### config.mk
export PLATFORM = sky130hd
export DESIGN_NAME = wwd_top
export DESIGN_NICKNAME = d
export VERILOG_FILES = /design/src/core/wwd_pkg.sv /design/src/core/wwd_top.sv
export SDC_FILE = /design/constraint.sdc
export NUM_CORES = 1
export LEC_CHECK = 0
export ABC_AREA = 1
export BUFFER_PORTS_ARGS = -buffer_cell sky130_fd_sc_hd__buf_4
export CORE_MARGIN = 2
export CORE_UTILIZATION = 60
export DETAILED_ROUTE_END_ITERATION = 12
export HOLD_SLACK_MARGIN = 0.12
export PLACE_DENSITY = 0.82
export SYNTH_ARGS = -nofsm -noshare
export SYNTH_HDL_FRONTEND = slang
export SYNTH_SLANG_ARGS = --single-unit
### constraint.sdc
create_clock -name MCLK -period 6.62 [get_ports MCLK]
set_input_delay 0.993 -clock MCLK [delete_from_list [all_inputs] [get_ports MCLK]]
set_output_delay 0.993 -clock MCLK [all_outputs]
set_load 0.01 [all_outputs]
### src/core/wwd_pkg.sv
package wwd_pkg;
	// timing: the watchdog time base is a divided enable off MCLK
	localparam int CLK_PERIOD_NS  = 50;
	localparam int TICK_PERIOD_NS = 1000;
	localparam int TICK_CYCLES    = (TICK_PERIOD_NS + CLK_PERIOD_NS - 1) / CLK_PERIOD_NS;

	// register byte offsets
	localparam logic [7:0] OFS_CTRL  = 8'h00;
	localparam logic [7:0] OFS_CFG1  = 8'h04;
	localparam logic [7:0] OFS_STAT  = 8'h08;
	localparam logic [7:0] OFS_MASK  = 8'h0C;
	localparam logic [7:0] OFS_COUNT = 8'h10;

	// watchdog_control fields
	localparam int CTRL_ON_BIT  = 15;
	localparam int CTRL_PS_LSB  = 2;
	localparam int CTRL_WIN_BIT = 1;
	localparam int CTRL_CLR_BIT = 0;

	// device_config_word_one fields
	localparam int CFG_WINSZ_LSB  = 24;
	localparam int CFG_EN_BIT     = 23;
	localparam int CFG_WINDOW_DISABLE_CFG_BIT = 22;
	localparam int CFG_PS_LSB     = 16;

	// postscale and window encodings
	localparam logic [4:0] PS_MAX    = 5'h14;
	localparam logic [1:0] WIN_25    = 2'h3;
	localparam logic [1:0] WIN_37P5  = 2'h2;
	localparam logic [1:0] WIN_50    = 2'h1;
	localparam int         CNT_W     = 21;

	// interrupt status / mask bits
	localparam int STAT_W           = 2;
	localparam int STAT_TIMEOUT_BIT = 0;
	localparam int STAT_EARLY_BIT   = 1;

	// reset values
	localparam logic        CTRL_ON_RESET  = 1'b0;
	localparam logic        CTRL_WIN_RESET = 1'b0;
	localparam logic [1:0]  STAT_RESET     = 2'h0;
	localparam logic [1:0]  MASK_RESET     = 2'h0;
	localparam logic [31:0] WORD_ZERO      = 32'h0000_0000;

	// axi responses
	localparam logic [1:0] RESP_OKAY   = 2'h0;
	localparam logic [1:0] RESP_SLVERR = 2'h2;

	typedef struct packed {
		logic [1:0] win_size;
		logic       enable;
		logic       win_disable;
		logic [4:0] postscale;
	} wwd_cfg_t;
endpackage

### src/core/wwd_top.sv
`timescale 1ns/1ps
module wwd_top
	import wwd_pkg::*;
#(
	parameter int TICK_DIV = TICK_CYCLES
) (
	input  wire logic        MCLK,          // 20 mhz clock
	input  wire logic        RESET_N,       // async reset, active low
	input  wire logic [31:0] CFG_WORD,      // nonvolatile configuration word
	input  wire logic [7:0]  S_AXI_AWADDR,  // write address
	input  wire logic        S_AXI_AWVALID, // write address valid
	output logic             S_AXI_AWREADY, // write address ready
	input  wire logic [31:0] S_AXI_WDATA,   // write data
	input  wire logic [3:0]  S_AXI_WSTRB,   // byte enables
	input  wire logic        S_AXI_WVALID,  // write data valid
	output logic             S_AXI_WREADY,  // write data ready
	output logic [1:0]       S_AXI_BRESP,   // write response
	output logic             S_AXI_BVALID,  // write response valid
	input  wire logic        S_AXI_BREADY,  // write response ready
	input  wire logic [7:0]  S_AXI_ARADDR,  // read address
	input  wire logic        S_AXI_ARVALID, // read address valid
	output logic             S_AXI_ARREADY, // read address ready
	output logic [31:0]      S_AXI_RDATA,   // read data
	output logic [1:0]       S_AXI_RRESP,   // read response
	output logic             S_AXI_RVALID,  // read data valid
	input  wire logic        S_AXI_RREADY,  // read data ready
	output logic             IRQ,           // level interrupt
	output logic             WDT_RESET_REQ  // one-cycle device reset request
);

	// reset release through two flops
	// assertion is immediate; release is retimed so no flop sees it mid-edge
	logic [1:0] rst_sync_reg;
	logic       rst_n;

	always_ff @(posedge MCLK or negedge RESET_N) begin
		if (!RESET_N) begin
			rst_sync_reg <= 2'b00;
		end else begin
			rst_sync_reg <= {rst_sync_reg[0], 1'b1};
		end
	end
	assign rst_n = rst_sync_reg[1];

	// configuration word crosses in from outside: two flops, second one read only
	logic [31:0] cfg_meta_reg;
	logic [31:0] cfg_sync_reg;
	wwd_cfg_t    cfg;

	always_ff @(posedge MCLK or negedge rst_n) begin
		if (!rst_n) begin
			cfg_meta_reg <= WORD_ZERO;
			cfg_sync_reg <= WORD_ZERO;
		end else begin
			cfg_meta_reg <= CFG_WORD;
			cfg_sync_reg <= cfg_meta_reg;
		end
	end

	assign cfg.win_size    = cfg_sync_reg[CFG_WINSZ_LSB +: 2];
	assign cfg.enable      = cfg_sync_reg[CFG_EN_BIT];
	assign cfg.win_disable = cfg_sync_reg[CFG_WINDOW_DISABLE_CFG_BIT];
	assign cfg.postscale   = cfg_sync_reg[CFG_PS_LSB +: 5];

	// ---------------- axi4-lite slave ----------------
	logic        aw_have_reg, aw_have_next;
	logic        w_have_reg, w_have_next;
	logic [7:0]  aw_addr_reg, aw_addr_next;
	logic [31:0] w_data_reg, w_data_next;
	logic [3:0]  w_strb_reg, w_strb_next;
	logic        bvalid_reg, bvalid_next;
	logic [1:0]  bresp_reg, bresp_next;
	logic        rvalid_reg, rvalid_next;
	logic [1:0]  rresp_reg, rresp_next;
	logic [31:0] rdata_reg, rdata_next;
	logic        wr_fire;
	logic [31:0] rd_word;
	logic        rd_hit;
	logic        wr_hit;

	assign S_AXI_AWREADY = ~aw_have_reg & ~bvalid_reg;
	assign S_AXI_WREADY  = ~w_have_reg & ~bvalid_reg;
	assign S_AXI_ARREADY = ~rvalid_reg;
	assign S_AXI_BVALID  = bvalid_reg;
	assign S_AXI_BRESP   = bresp_reg;
	assign S_AXI_RVALID  = rvalid_reg;
	assign S_AXI_RRESP   = rresp_reg;
	assign S_AXI_RDATA   = rdata_reg;
	// a write lands once both address and data are held, in whichever order they came
	assign wr_fire       = aw_have_reg & w_have_reg;
	// config word and count are read-only, so writes there answer slverr
	assign wr_hit        = (aw_addr_reg == OFS_CTRL) | (aw_addr_reg == OFS_STAT) | (aw_addr_reg == OFS_MASK);

	// watchdog state seen by the read mux
	logic              sw_on_reg, sw_on_next;
	logic              win_en_reg, win_en_next;
	logic [4:0]        ps_shadow_reg, ps_shadow_next;
	logic              loaded_reg, loaded_next;
	logic [STAT_W-1:0] stat_reg, stat_next;
	logic [STAT_W-1:0] mask_reg, mask_next;
	logic [CNT_W-1:0]  count_reg, count_next;
	logic              running;

	// read mux; unmapped addresses answer zero with slverr
	always_comb begin
		rd_word = WORD_ZERO;
		rd_hit  = 1'b1;
		case (S_AXI_ARADDR)
			OFS_CTRL: begin
				rd_word[CTRL_ON_BIT]           = running;
				rd_word[CTRL_PS_LSB +: 5]      = ps_shadow_reg;
				rd_word[CTRL_WIN_BIT]          = win_en_reg;
			end
			OFS_CFG1:  rd_word = cfg_sync_reg;
			OFS_STAT:  rd_word[STAT_W-1:0] = stat_reg;
			OFS_MASK:  rd_word[STAT_W-1:0] = mask_reg;
			OFS_COUNT: rd_word[CNT_W-1:0] = count_reg;
			default:   rd_hit = 1'b0;
		endcase
	end

	// bus handshake next state
	// readys fall while a response waits, so at most one write and one read are open
	always_comb begin
		aw_have_next = aw_have_reg;
		w_have_next  = w_have_reg;
		aw_addr_next = aw_addr_reg;
		w_data_next  = w_data_reg;
		w_strb_next  = w_strb_reg;
		bvalid_next  = bvalid_reg;
		bresp_next   = bresp_reg;
		rvalid_next  = rvalid_reg;
		rresp_next   = rresp_reg;
		rdata_next   = rdata_reg;
		if (S_AXI_AWVALID && S_AXI_AWREADY) begin
			aw_have_next = 1'b1;
			aw_addr_next = S_AXI_AWADDR;
		end
		if (S_AXI_WVALID && S_AXI_WREADY) begin
			w_have_next = 1'b1;
			w_data_next = S_AXI_WDATA;
			w_strb_next = S_AXI_WSTRB;
		end
		if (wr_fire) begin
			aw_have_next = 1'b0;
			w_have_next  = 1'b0;
			bvalid_next  = 1'b1;
			bresp_next   = wr_hit ? RESP_OKAY : RESP_SLVERR;
		end else if (bvalid_reg && S_AXI_BREADY) begin
			bvalid_next = 1'b0;
		end
		if (S_AXI_ARVALID && S_AXI_ARREADY) begin
			rvalid_next = 1'b1;
			rdata_next  = rd_word;
			rresp_next  = rd_hit ? RESP_OKAY : RESP_SLVERR;
		end else if (rvalid_reg && S_AXI_RREADY) begin
			rvalid_next = 1'b0;
		end
	end

	always_ff @(posedge MCLK or negedge rst_n) begin
		if (!rst_n) begin
			aw_have_reg <= 1'b0;
			w_have_reg  <= 1'b0;
			aw_addr_reg <= 8'h00;
			w_data_reg  <= WORD_ZERO;
			w_strb_reg  <= 4'h0;
			bvalid_reg  <= 1'b0;
			bresp_reg   <= RESP_OKAY;
			rvalid_reg  <= 1'b0;
			rresp_reg   <= RESP_OKAY;
			rdata_reg   <= WORD_ZERO;
		end else begin
			aw_have_reg <= aw_have_next;
			w_have_reg  <= w_have_next;
			aw_addr_reg <= aw_addr_next;
			w_data_reg  <= w_data_next;
			w_strb_reg  <= w_strb_next;
			bvalid_reg  <= bvalid_next;
			bresp_reg   <= bresp_next;
			rvalid_reg  <= rvalid_next;
			rresp_reg   <= rresp_next;
			rdata_reg   <= rdata_next;
		end
	end

	// ---------------- control registers ----------------
	logic       wr_ctrl;
	logic       clr_strobe;
	logic       windowed;
	logic       early_clear;
	logic       timeout;
	logic [1:0] cfg_age_reg, cfg_age_next;
	logic       cfg_ready;

	assign wr_ctrl    = wr_fire & (aw_addr_reg == OFS_CTRL);
	// clear is a strobe: it is never stored, so it always reads back zero
	assign clr_strobe = wr_ctrl & w_strb_reg[0] & w_data_reg[CTRL_CLR_BIT];
	// configuration enable forces the watchdog on; when it is clear the software bit decides
	assign running    = cfg.enable | sw_on_reg;
	// the synced word holds reset zeros for two edges after release;
	// the shadow waits for it so it never captures those zeros
	assign cfg_ready  = cfg_age_reg[1];

	// control, status and mask next state
	always_comb begin
		sw_on_next     = sw_on_reg;
		win_en_next    = win_en_reg;
		ps_shadow_next = ps_shadow_reg;
		cfg_age_next   = {cfg_age_reg[0], 1'b1};
		loaded_next    = loaded_reg | cfg_ready;
		stat_next      = stat_reg;
		mask_next      = mask_reg;
		// shadow copy taken once the synced configuration is valid after reset
		if (!loaded_reg && cfg_ready) begin
			ps_shadow_next = cfg.postscale;
		end
		if (wr_ctrl && w_strb_reg[1]) begin
			sw_on_next = w_data_reg[CTRL_ON_BIT];
		end
		if (wr_ctrl && w_strb_reg[0]) begin
			win_en_next = w_data_reg[CTRL_WIN_BIT];
		end
		if (wr_fire && (aw_addr_reg == OFS_MASK) && w_strb_reg[0]) begin
			mask_next = w_data_reg[STAT_W-1:0];
		end
		// write-one-to-clear, then hardware sets so a same-cycle event wins
		if (wr_fire && (aw_addr_reg == OFS_STAT) && w_strb_reg[0]) begin
			stat_next = stat_next & ~w_data_reg[STAT_W-1:0];
		end
		stat_next[STAT_TIMEOUT_BIT] = stat_next[STAT_TIMEOUT_BIT] | timeout;
		stat_next[STAT_EARLY_BIT]   = stat_next[STAT_EARLY_BIT] | early_clear;
	end

	always_ff @(posedge MCLK or negedge rst_n) begin
		if (!rst_n) begin
			sw_on_reg     <= CTRL_ON_RESET;
			win_en_reg    <= CTRL_WIN_RESET;
			ps_shadow_reg <= 5'h00;
			loaded_reg    <= 1'b0;
			cfg_age_reg   <= 2'b00;
			stat_reg      <= STAT_RESET;
			mask_reg      <= MASK_RESET;
		end else begin
			sw_on_reg     <= sw_on_next;
			win_en_reg    <= win_en_next;
			ps_shadow_reg <= ps_shadow_next;
			loaded_reg    <= loaded_next;
			cfg_age_reg   <= cfg_age_next;
			stat_reg      <= stat_next;
			mask_reg      <= mask_next;
		end
	end

	// level output: high until software clears the status bit or masks it
	assign IRQ = |(stat_reg & mask_reg);

	// ---------------- watchdog counter ----------------
	logic [15:0]      tick_cnt_reg, tick_cnt_next;
	logic             tick;
	logic [4:0]       ps_eff;
	logic [CNT_W-1:0] period;
	logic [CNT_W-1:0] win_len;
	logic [CNT_W-1:0] win_open;
	logic             reset_req_reg, reset_req_next;

	// shadow is not usable until loaded, so the count holds until then
	// codes past the table clamp; an unclamped shift would wrap to a zero period
	assign ps_eff   = (ps_shadow_reg > PS_MAX) ? PS_MAX : ps_shadow_reg;
	assign period   = CNT_W'(1) << ps_eff;
	// either the control bit or a cleared window-disable strap selects window mode
	assign windowed = win_en_reg | ~cfg.win_disable;
	assign tick     = (tick_cnt_reg == 16'(TICK_DIV - 1));

	// clear window length as a fraction of the period; small periods truncate
	// 37.5 percent is a quarter plus an eighth, so no divider is needed
	always_comb begin
		case (cfg.win_size)
			WIN_25:   win_len = period >> 2;
			WIN_37P5: win_len = (period >> 2) + (period >> 3);
			WIN_50:   win_len = period >> 1;
			default:  win_len = (period >> 1) + (period >> 2);
		endcase
		win_open = period - win_len;
	end

	// an early clear counts as a timeout: both status bits and the pulse follow
	assign early_clear = running & loaded_reg & windowed & clr_strobe & (count_reg < win_open);
	assign timeout     = early_clear
		| (running & loaded_reg & tick & ~clr_strobe & (count_reg >= period - CNT_W'(1)));

	// time base divider and postscaled count
	// stopping restarts the divider, so every start gives a full first period
	// a clear in the same cycle as a tick wins over the increment
	always_comb begin
		tick_cnt_next  = tick_cnt_reg;
		count_next     = count_reg;
		reset_req_next = timeout;
		if (!running || !loaded_reg) begin
			tick_cnt_next = 16'h0000;
			count_next    = {CNT_W{1'b0}};
		end else begin
			tick_cnt_next = tick ? 16'h0000 : tick_cnt_reg + 16'h0001;
			if (clr_strobe || timeout) begin
				count_next = {CNT_W{1'b0}};
			end else if (tick) begin
				count_next = count_reg + CNT_W'(1);
			end
		end
	end

	always_ff @(posedge MCLK or negedge rst_n) begin
		if (!rst_n) begin
			tick_cnt_reg  <= 16'h0000;
			count_reg     <= {CNT_W{1'b0}};
			reset_req_reg <= 1'b0;
		end else begin
			tick_cnt_reg  <= tick_cnt_next;
			count_reg     <= count_next;
			reset_req_reg <= reset_req_next;
		end
	end

	// registered so the reset request is glitch free
	assign WDT_RESET_REQ = reset_req_reg;

endmodule

Word-level counts from Yosys, hierarchy flattened

Index checks and enable logic that the tools add are counted.

Input bits: 91
Latch bits: 0
Memories kept: 0
Logic and storage cells: 124
RAM bits: 0
Bits in read-only memories: 0
Flip-flop bits (word level): 184

Reductions and logical operators: 25
Divide/modulo/power cells: 0
Multipliers: 0
$add $sub $neg: 6
Mux-type cells: 26
Order comparisons: 3
Shift operators: 1
Bitwise gates (word level): 30
Equality and inequality tests: 10

Operators by type and width:

| operator                                            | count |
|---|---|
| two-way mux 21 bit                                  | 3 |
| one-hot mux 21 bit (3 select lines)                 | 1 |
| == test 8 x 4 -> 1 bit (second input constant)      | 4 |
| two-way mux 16 bit                                  | 2 |
| adder 20 x 19 -> 21 bit                             | 1 |
| adder 21 x 1 -> 21 bit (second input constant)      | 1 |
| greater-or-equal comparator 21 bit                  | 1 |
| less-than comparator 21 bit                         | 1 |
| << shifter 1 x 5 -> 21 bit (first input constant)   | 1 |
| subtractor 21 x 1 -> 21 bit (second input constant) | 1 |
| subtractor 21 bit                                   | 1 |
| adder 19 x 18 -> 20 bit                             | 1 |
| adder 16 x 1 -> 16 bit (second input constant)      | 1 |
| == test 16 x 5 -> 1 bit (second input constant)     | 1 |
| zero test 8 bit                                     | 2 |
| one-hot mux 8 bit (2 select lines)                  | 1 |
| one-hot mux 5 bit (3 select lines)                  | 1 |
| bitwise AND 1 bit                                   | 13 |
| logical AND 1 bit                                   | 12 |
| two-way mux 11 bit                                  | 1 |
| one-hot mux 5 bit (2 select lines)                  | 1 |
| two-way mux 1 bit                                   | 9 |
| == test 8 x 3 -> 1 bit (second input constant)      | 1 |
| == test 8 x 5 -> 1 bit (second input constant)      | 1 |
| 18 further kinds                                    | 39 |

Logic depth before layout (Yosys ltp)

Word-level depth: 12
Gate-level depth with buffers: 39
Mapped depth without buffers: 38

Least setup slack after synthesis

Ideal clock, no wire load.

Path type: register to register
From: reg ps_shadow_reg[2]
To: reg stat_reg[0]
Cell stages (with the launch flop): 38
Data arrival time: 5215 ps
Path buffers: 1
Clock period less this slack: 5343 ps
Path slack: 1277 ps
Data required time: 6492 ps
Cell sequence: dfrtp_1 > buf_2 > o21ai_2 > a21oi_1 > nor2_1 > nand2_1 > nor2_1 > nand2_1 > inv_1 > ha_1 > inv_1 > fa_1 > o21bai_1 > a21oi_1 > inv_1 > nand2_1 > nand3_1 > o221ai_1 > [2 not listed] > nand2_1 > nor2_1 > nand2_1 > o211ai_1 > a31oi_1 > o21ai_0 > xnor2_1 > ha_1 > nand2_1 > inv_1 > nand3_1 > nor3_1 > nand2_1 > o2111ai_1 > nand2_1 > a21o_1 > nand3_1 > nand3_1

Longest elaborated chain between the ends: 10
Elaborated cells between the ends (all ways): 14
Those cells by class: add/sub (4); order compare (3); shift (1); mux (2); bitwise (4)

Ends and longest elaborated chain:

| what                                                                      | line                           | RTL |
|---|---|---|
| from (decl)                                                               | wwd_top.sv:97                  | `logic [4:0] ps_shadow_reg, ps_shadow_next;` |
| from (signal assigned)                                                    | wwd_top.sv:247                 | `ps_shadow_reg <= ps_shadow_next;` |
| greater-than comparator 5 bit                                             | wwd_top.sv:269                 | `assign ps_eff = (ps_shadow_reg > PS_MAX) ? PS_MAX : ps_shadow_reg;` |
| two-way mux 5 bit (*)                                                     | wwd_top.sv:269                 |  |
| << shifter 1 x 5 -> 21 bit (*)                                            | wwd_top.sv:270                 | `assign period = CNT_W'(1) << ps_eff;` |
| adder 20 x 19 -> 21 bit / adder 19 x 18 -> 20 bit (equally long branches) | wwd_top.sv:282, wwd_top.sv:280 |  |
| one-hot mux 21 bit (3 select lines)                                       | wwd_top.sv:278                 | `case (cfg.win_size)` |
| subtractor 21 bit                                                         | wwd_top.sv:284                 | `win_open = period - win_len;` |
| less-than comparator 21 bit                                               | wwd_top.sv:288                 | `assign early_clear = running & loaded_reg & windowed & clr_strobe & (count_reg < win_open);` |
| bitwise AND 1 bit                                                         | wwd_top.sv:288                 |  |
| OR 1 bit (*)                                                              | wwd_top.sv:290                 | `\| (running & loaded_reg & tick & ~clr_strobe & (count_reg >= period - CNT_W'(1)));` |
| OR 1 bit (*)                                                              | wwd_top.sv:231                 | `stat_next[STAT_TIMEOUT_BIT] = stat_next[STAT_TIMEOUT_BIT] \| timeout;` |
| via stat_next[0]                                                          | wwd_top.sv:99                  | `logic [STAT_W-1:0] stat_reg, stat_next;` |
| to (signal assigned)                                                      | wwd_top.sv:250                 | `stat_reg <= stat_next;` |
| to (decl)                                                                 | wwd_top.sv:99                  |  |

The timed path passes the listed nets; every way through them passes the cells marked *.
A chain may end at the register's enable or synchronous reset.

Worst setup path in the final report

From: reg ps_shadow_reg[1]
To: reg reset_req_reg, in the netlist WDT_RESET_REQ

Longest elaborated chain between the ends: 9
Elaborated cells between the ends (all ways): 13
Those cells by class: add/sub (4); order compare (3); shift (1); mux (2); bitwise (3)

Ends and longest elaborated chain:

| what                                                                      | line                           | RTL |
|---|---|---|
| greater-than comparator 5 bit                                             | wwd_top.sv:269                 |  |
| two-way mux 5 bit (*)                                                     | wwd_top.sv:269                 |  |
| << shifter 1 x 5 -> 21 bit (*)                                            | wwd_top.sv:270                 |  |
| adder 20 x 19 -> 21 bit / adder 19 x 18 -> 20 bit (equally long branches) | wwd_top.sv:282, wwd_top.sv:280 |  |
| one-hot mux 21 bit (3 select lines)                                       | wwd_top.sv:278                 |  |
| subtractor 21 bit                                                         | wwd_top.sv:284                 |  |
| less-than comparator 21 bit                                               | wwd_top.sv:288                 |  |
| bitwise AND 1 bit                                                         | wwd_top.sv:288                 |  |
| OR 1 bit (*)                                                              | wwd_top.sv:290                 |  |
| via reset_req_next                                                        | wwd_top.sv:265                 | `logic reset_req_reg, reset_req_next;` |
| to (signal assigned)                                                      | wwd_top.sv:320                 | `reset_req_reg <= reset_req_next;` |
| to (decl)                                                                 | wwd_top.sv:265                 |  |

Marked as above.

==> impl_metrics.ini <==
[routing]
dr.pass1.iters = 6
ant_nets = 0
vias = 10600
post-route-drc-count = 0
vias_per_cell = 5.90
detail_route.wl_per_cell_um = 18.3
detail_route.iter0.violations = 1090
routed_wl_um = 32700

[place]
post-place-ws_ps = 49.5
io_buffers = 100
post_dp_cell_area_um2 = 12500
post-dp-hpwl_um = 24200
routabilityCongestion = 1.02

[synth]
synth.yosys.warnings = 0
ys_seq_elements = 169
post_synthesis_share_of_cell_area_spent_on_and_or_nand_and_nor_gates = 0.211
main_combinational_cell_family_by_area_after_synthesis = simple AND/OR/NAND/NOR gates
synth_sequential_area_ratio = 0.373
syn_avg_cell_area_um2 = 8.00
synth_enable_flop_cells = 0
yosys-top-cells-count = sky130_fd_sc_hd__nand2_1, sky130_fd_sc_hd__inv_1, sky130_fd_sc_hd__dfrtp_1
number_of_instances_in_the_synthesized_netlist = 1419
netlist_top_cells_area = sky130_fd_sc_hd__dfrtp_1, sky130_fd_sc_hd__ha_1, sky130_fd_sc_hd__nand2_1
synth-async-reset-ratio = 1.00
synth.mux.area_fraction = 0.0108
synth_compound_gate_area_share = 0.161
mappedNetlistArea_um2 = 11300
post-synth-top-area-fraction = 0.373
yosys.area_share.adder = 0.131
synth_xor_area_frac = 0.0432
synth_top_cell_by_area = sky130_fd_sc_hd__dfrtp_1
yosysMostFrequentCell = sky130_fd_sc_hd__nand2_1
synthFlopType = sky130_fd_sc_hd__dfrtp_1
ys_types = 62

[pwr]
leakage_nw = 6.72
power.share.clock = 0.333
internal_power_w = 0.00204
netSwitchingPower_w = 0.00112
seqPwrFrac = 0.384
power_frac_comb = 0.282
p_per_area_nw_per_um2 = 240
peakVddDrop_mv = 0.244
power.share.switching = 0.355

[sta]
skew_ps = 15.6
hold_viol = 0
period_share = 0.950
setup_viol = 0
tightestPinTransition_ps = 1060
slew_headroom = 0.288
setup_total_negative_slack_ps = 0
final_period_demand_of_the_worst_path_ps = 6290
fin_ws_ps = 334
final_max_slew_viol_count = 0
achievable-frequency_mhz = 159

[clock_network]
cts_tree = yes
cts_sinks = 169
max-clock-path-buffers = 2
cts-hold-fix-buffers = 0
ctsHtreeMaxLevel = 4
clk_transition_reported_paths_ps = 70
clock-root-buffer = sky130_fd_sc_hd__clkbuf_16
insertion_delay_ps = 440
cts_buffer_count = 17

[final_layout]
final_nets = 1751
flow.area_growth_from_synthesis_pct = 16.1
stdcell_area_um2 = 13200
layout-drive-gt1-share = 0.143
fillerInstances = 1447
antenna-diode-count = 0

[floorplanning]
placementRows = 50
design.portCount = 134
die_area_um2 = 20000
die_height_um = 142
die_width_um = 142
floorplan.core_area_um2 = 18600
floorplan.initialDensity = 0.609

[critical_path]
category_of_the_most_critical_setup_path = reg2reg
critical_path_required_ps = 6990
critPathMostFrequentCell = sky130_fd_sc_hd__nand2_1
timing.critical_path.from_type = flip-flop
critPathMaxStageDelay_ps = 490
timing.critical_path.slowest_stage_cell = sky130_fd_sc_hd__dfrtp_1
crit_fanout = 7
timing.critical_path.arrival_ps = 6650
worstSetupEndpointType = flip-flop

[min_path]
hold_class = reg2async

[global_routing]
grt_start_max_net_pins = 78
antenna_found_initial = 0
grt_overflow = 0
grt_pass1_vias = 10100
grt_usage = 0.331
wire_length_of_the_first_global_routing_pass_um = 51800

[job]
cap_violations = 0

[outcome]
run_status = completed
-- final cells by class --
type | instances | area, um^2 | area share
inverter | 185 | 694 | 0.0527
sequential | 169 | 4230 | 0.321
multi-input combinational | 1045 | 6370 | 0.484
clock inverter | 15 | 218 | 0.0165
timing repair buffer | 125 | 938 | 0.0712
clock buffer | 17 | 425 | 0.0323
tap | 234 | 293 | 0.0222
-- cell usage in the layout, fill, tap and decap left out, types with 5 or more instances in the layout --
cell type | Yosys | layout
sky130_fd_sc_hd__o21ai_1 | 19 | 20
sky130_fd_sc_hd__clkbuf_16 | 0 | 17
sky130_fd_sc_hd__xnor2_1 | 14 | 14
sky130_fd_sc_hd__ha_1 | 114 | 114
sky130_fd_sc_hd__inv_1 | 175 | 175
sky130_fd_sc_hd__nor4_1 | 6 | 6
sky130_fd_sc_hd__dfrtp_1 | 169 | 167
sky130_fd_sc_hd__or2_2 | 5 | 5
sky130_fd_sc_hd__nor3_1 | 19 | 19
sky130_fd_sc_hd__nand4_1 | 31 | 31
sky130_fd_sc_hd__o21bai_1 | 7 | 7
sky130_fd_sc_hd__o21ai_0 | 93 | 92
sky130_fd_sc_hd__xor2_1 | 42 | 42
sky130_fd_sc_hd__a31oi_1 | 8 | 8
sky130_fd_sc_hd__clkinv_8 | 0 | 7
sky130_fd_sc_hd__o211ai_1 | 5 | 5
sky130_fd_sc_hd__nor2_2 | 7 | 11
sky130_fd_sc_hd__o221ai_1 | 8 | 8
sky130_fd_sc_hd__a21o_1 | 5 | 5
sky130_fd_sc_hd__mux2_2 | 10 | 10
sky130_fd_sc_hd__a21oi_1 | 132 | 129
sky130_fd_sc_hd__buf_4 | 3 | 125
sky130_fd_sc_hd__nand3_1 | 53 | 53
sky130_fd_sc_hd__nor2_1 | 135 | 131
sky130_fd_sc_hd__a221oi_1 | 6 | 6
sky130_fd_sc_hd__o31ai_1 | 6 | 6
sky130_fd_sc_hd__inv_2 | 9 | 9
sky130_fd_sc_hd__nand2_1 | 259 | 259
-- worst max-delay path, delay by kind of cell (launching register included) --
| kind | cells | cell delay (ps) |
|---|---|---|
| AO/OA/AOI/OAI | 6 | 1290 |
| adder cells (fa/ha/maj) | 4 | 1300 |
| buffers and inverters | 4 | 400 |
| flip-flops | 1 | 490 |
| AND/OR/NAND/NOR | 19 | 2760 |
-- cell families after synthesis --
kind of cell | Yosys count
compound gates | 319
xor+xnor | 56
fa+ha+maj | 117
buf+inv | 207
flops | 169
mux | 11
other cells | 2
simple gates | 538
-- worst paths after layout --
kind | from | endpoint | slack [ps] | cells after the start
setup / recovery | ps_shadow_reg[1] | WDT_RESET_REQ | 330 | 33
hold reg to reg | rst_sync_reg[1] | cfg_age_reg[0] | 230 | 0
min in group MCLK | cfg_meta_reg[5] | cfg_sync_reg[5] | 350 | 0
hold / removal | rst_sync_reg[1] | cfg_age_reg[0] | 230 | 0
max in group asynchronous | rst_sync_reg[1] | count_reg[12] | 5070 | 1
setup reg to reg | ps_shadow_reg[1] | WDT_RESET_REQ | 330 | 33
-- power groups by stage --
stage	sequential, W	combinational [W]	clock [W]
CTS	0.00121	0.000872	0.00105
floorplan	0.00123	0.000574	0
finish	0.00121	0.000892	0.00105
global placement	0.00122	0.000828	0
detailed placement	0.00122	0.000858	0
global route	0.00123	0.000986	0.00110
-- metal layers --
layer	routed length, um	share of wire	track usage
met5	0	0	0
met2	15300	0.47	0.540
met3	2750	0.084	0.0489
met1	13900	0.43	0.467
met4	710	0.022	0.0847
-- metrics by stage --
stage | power (W) | hold slack (ps) | utilization | std cells
global route | 0.00331 | 260 | 0.707 | 1790
detailed placement | 0.00208 | 239 | 0.669 | 1756
floorplan | 0.00180 | 331 | - | 1421
finish | 0.00316 | 235 | 0.707 | 1790
global placement | 0.00205 | 235 | 0.669 | 1756
CTS | 0.00313 | 245 | 0.704 | 1788
-- what timing repair did --
item / 4_1_cts / 5_1_grt
resized for setup: 0 / 13
setup endpoints to repair: 0 / 3
setup buffers: 0 / 2
(Power assumes the default switching activity.)
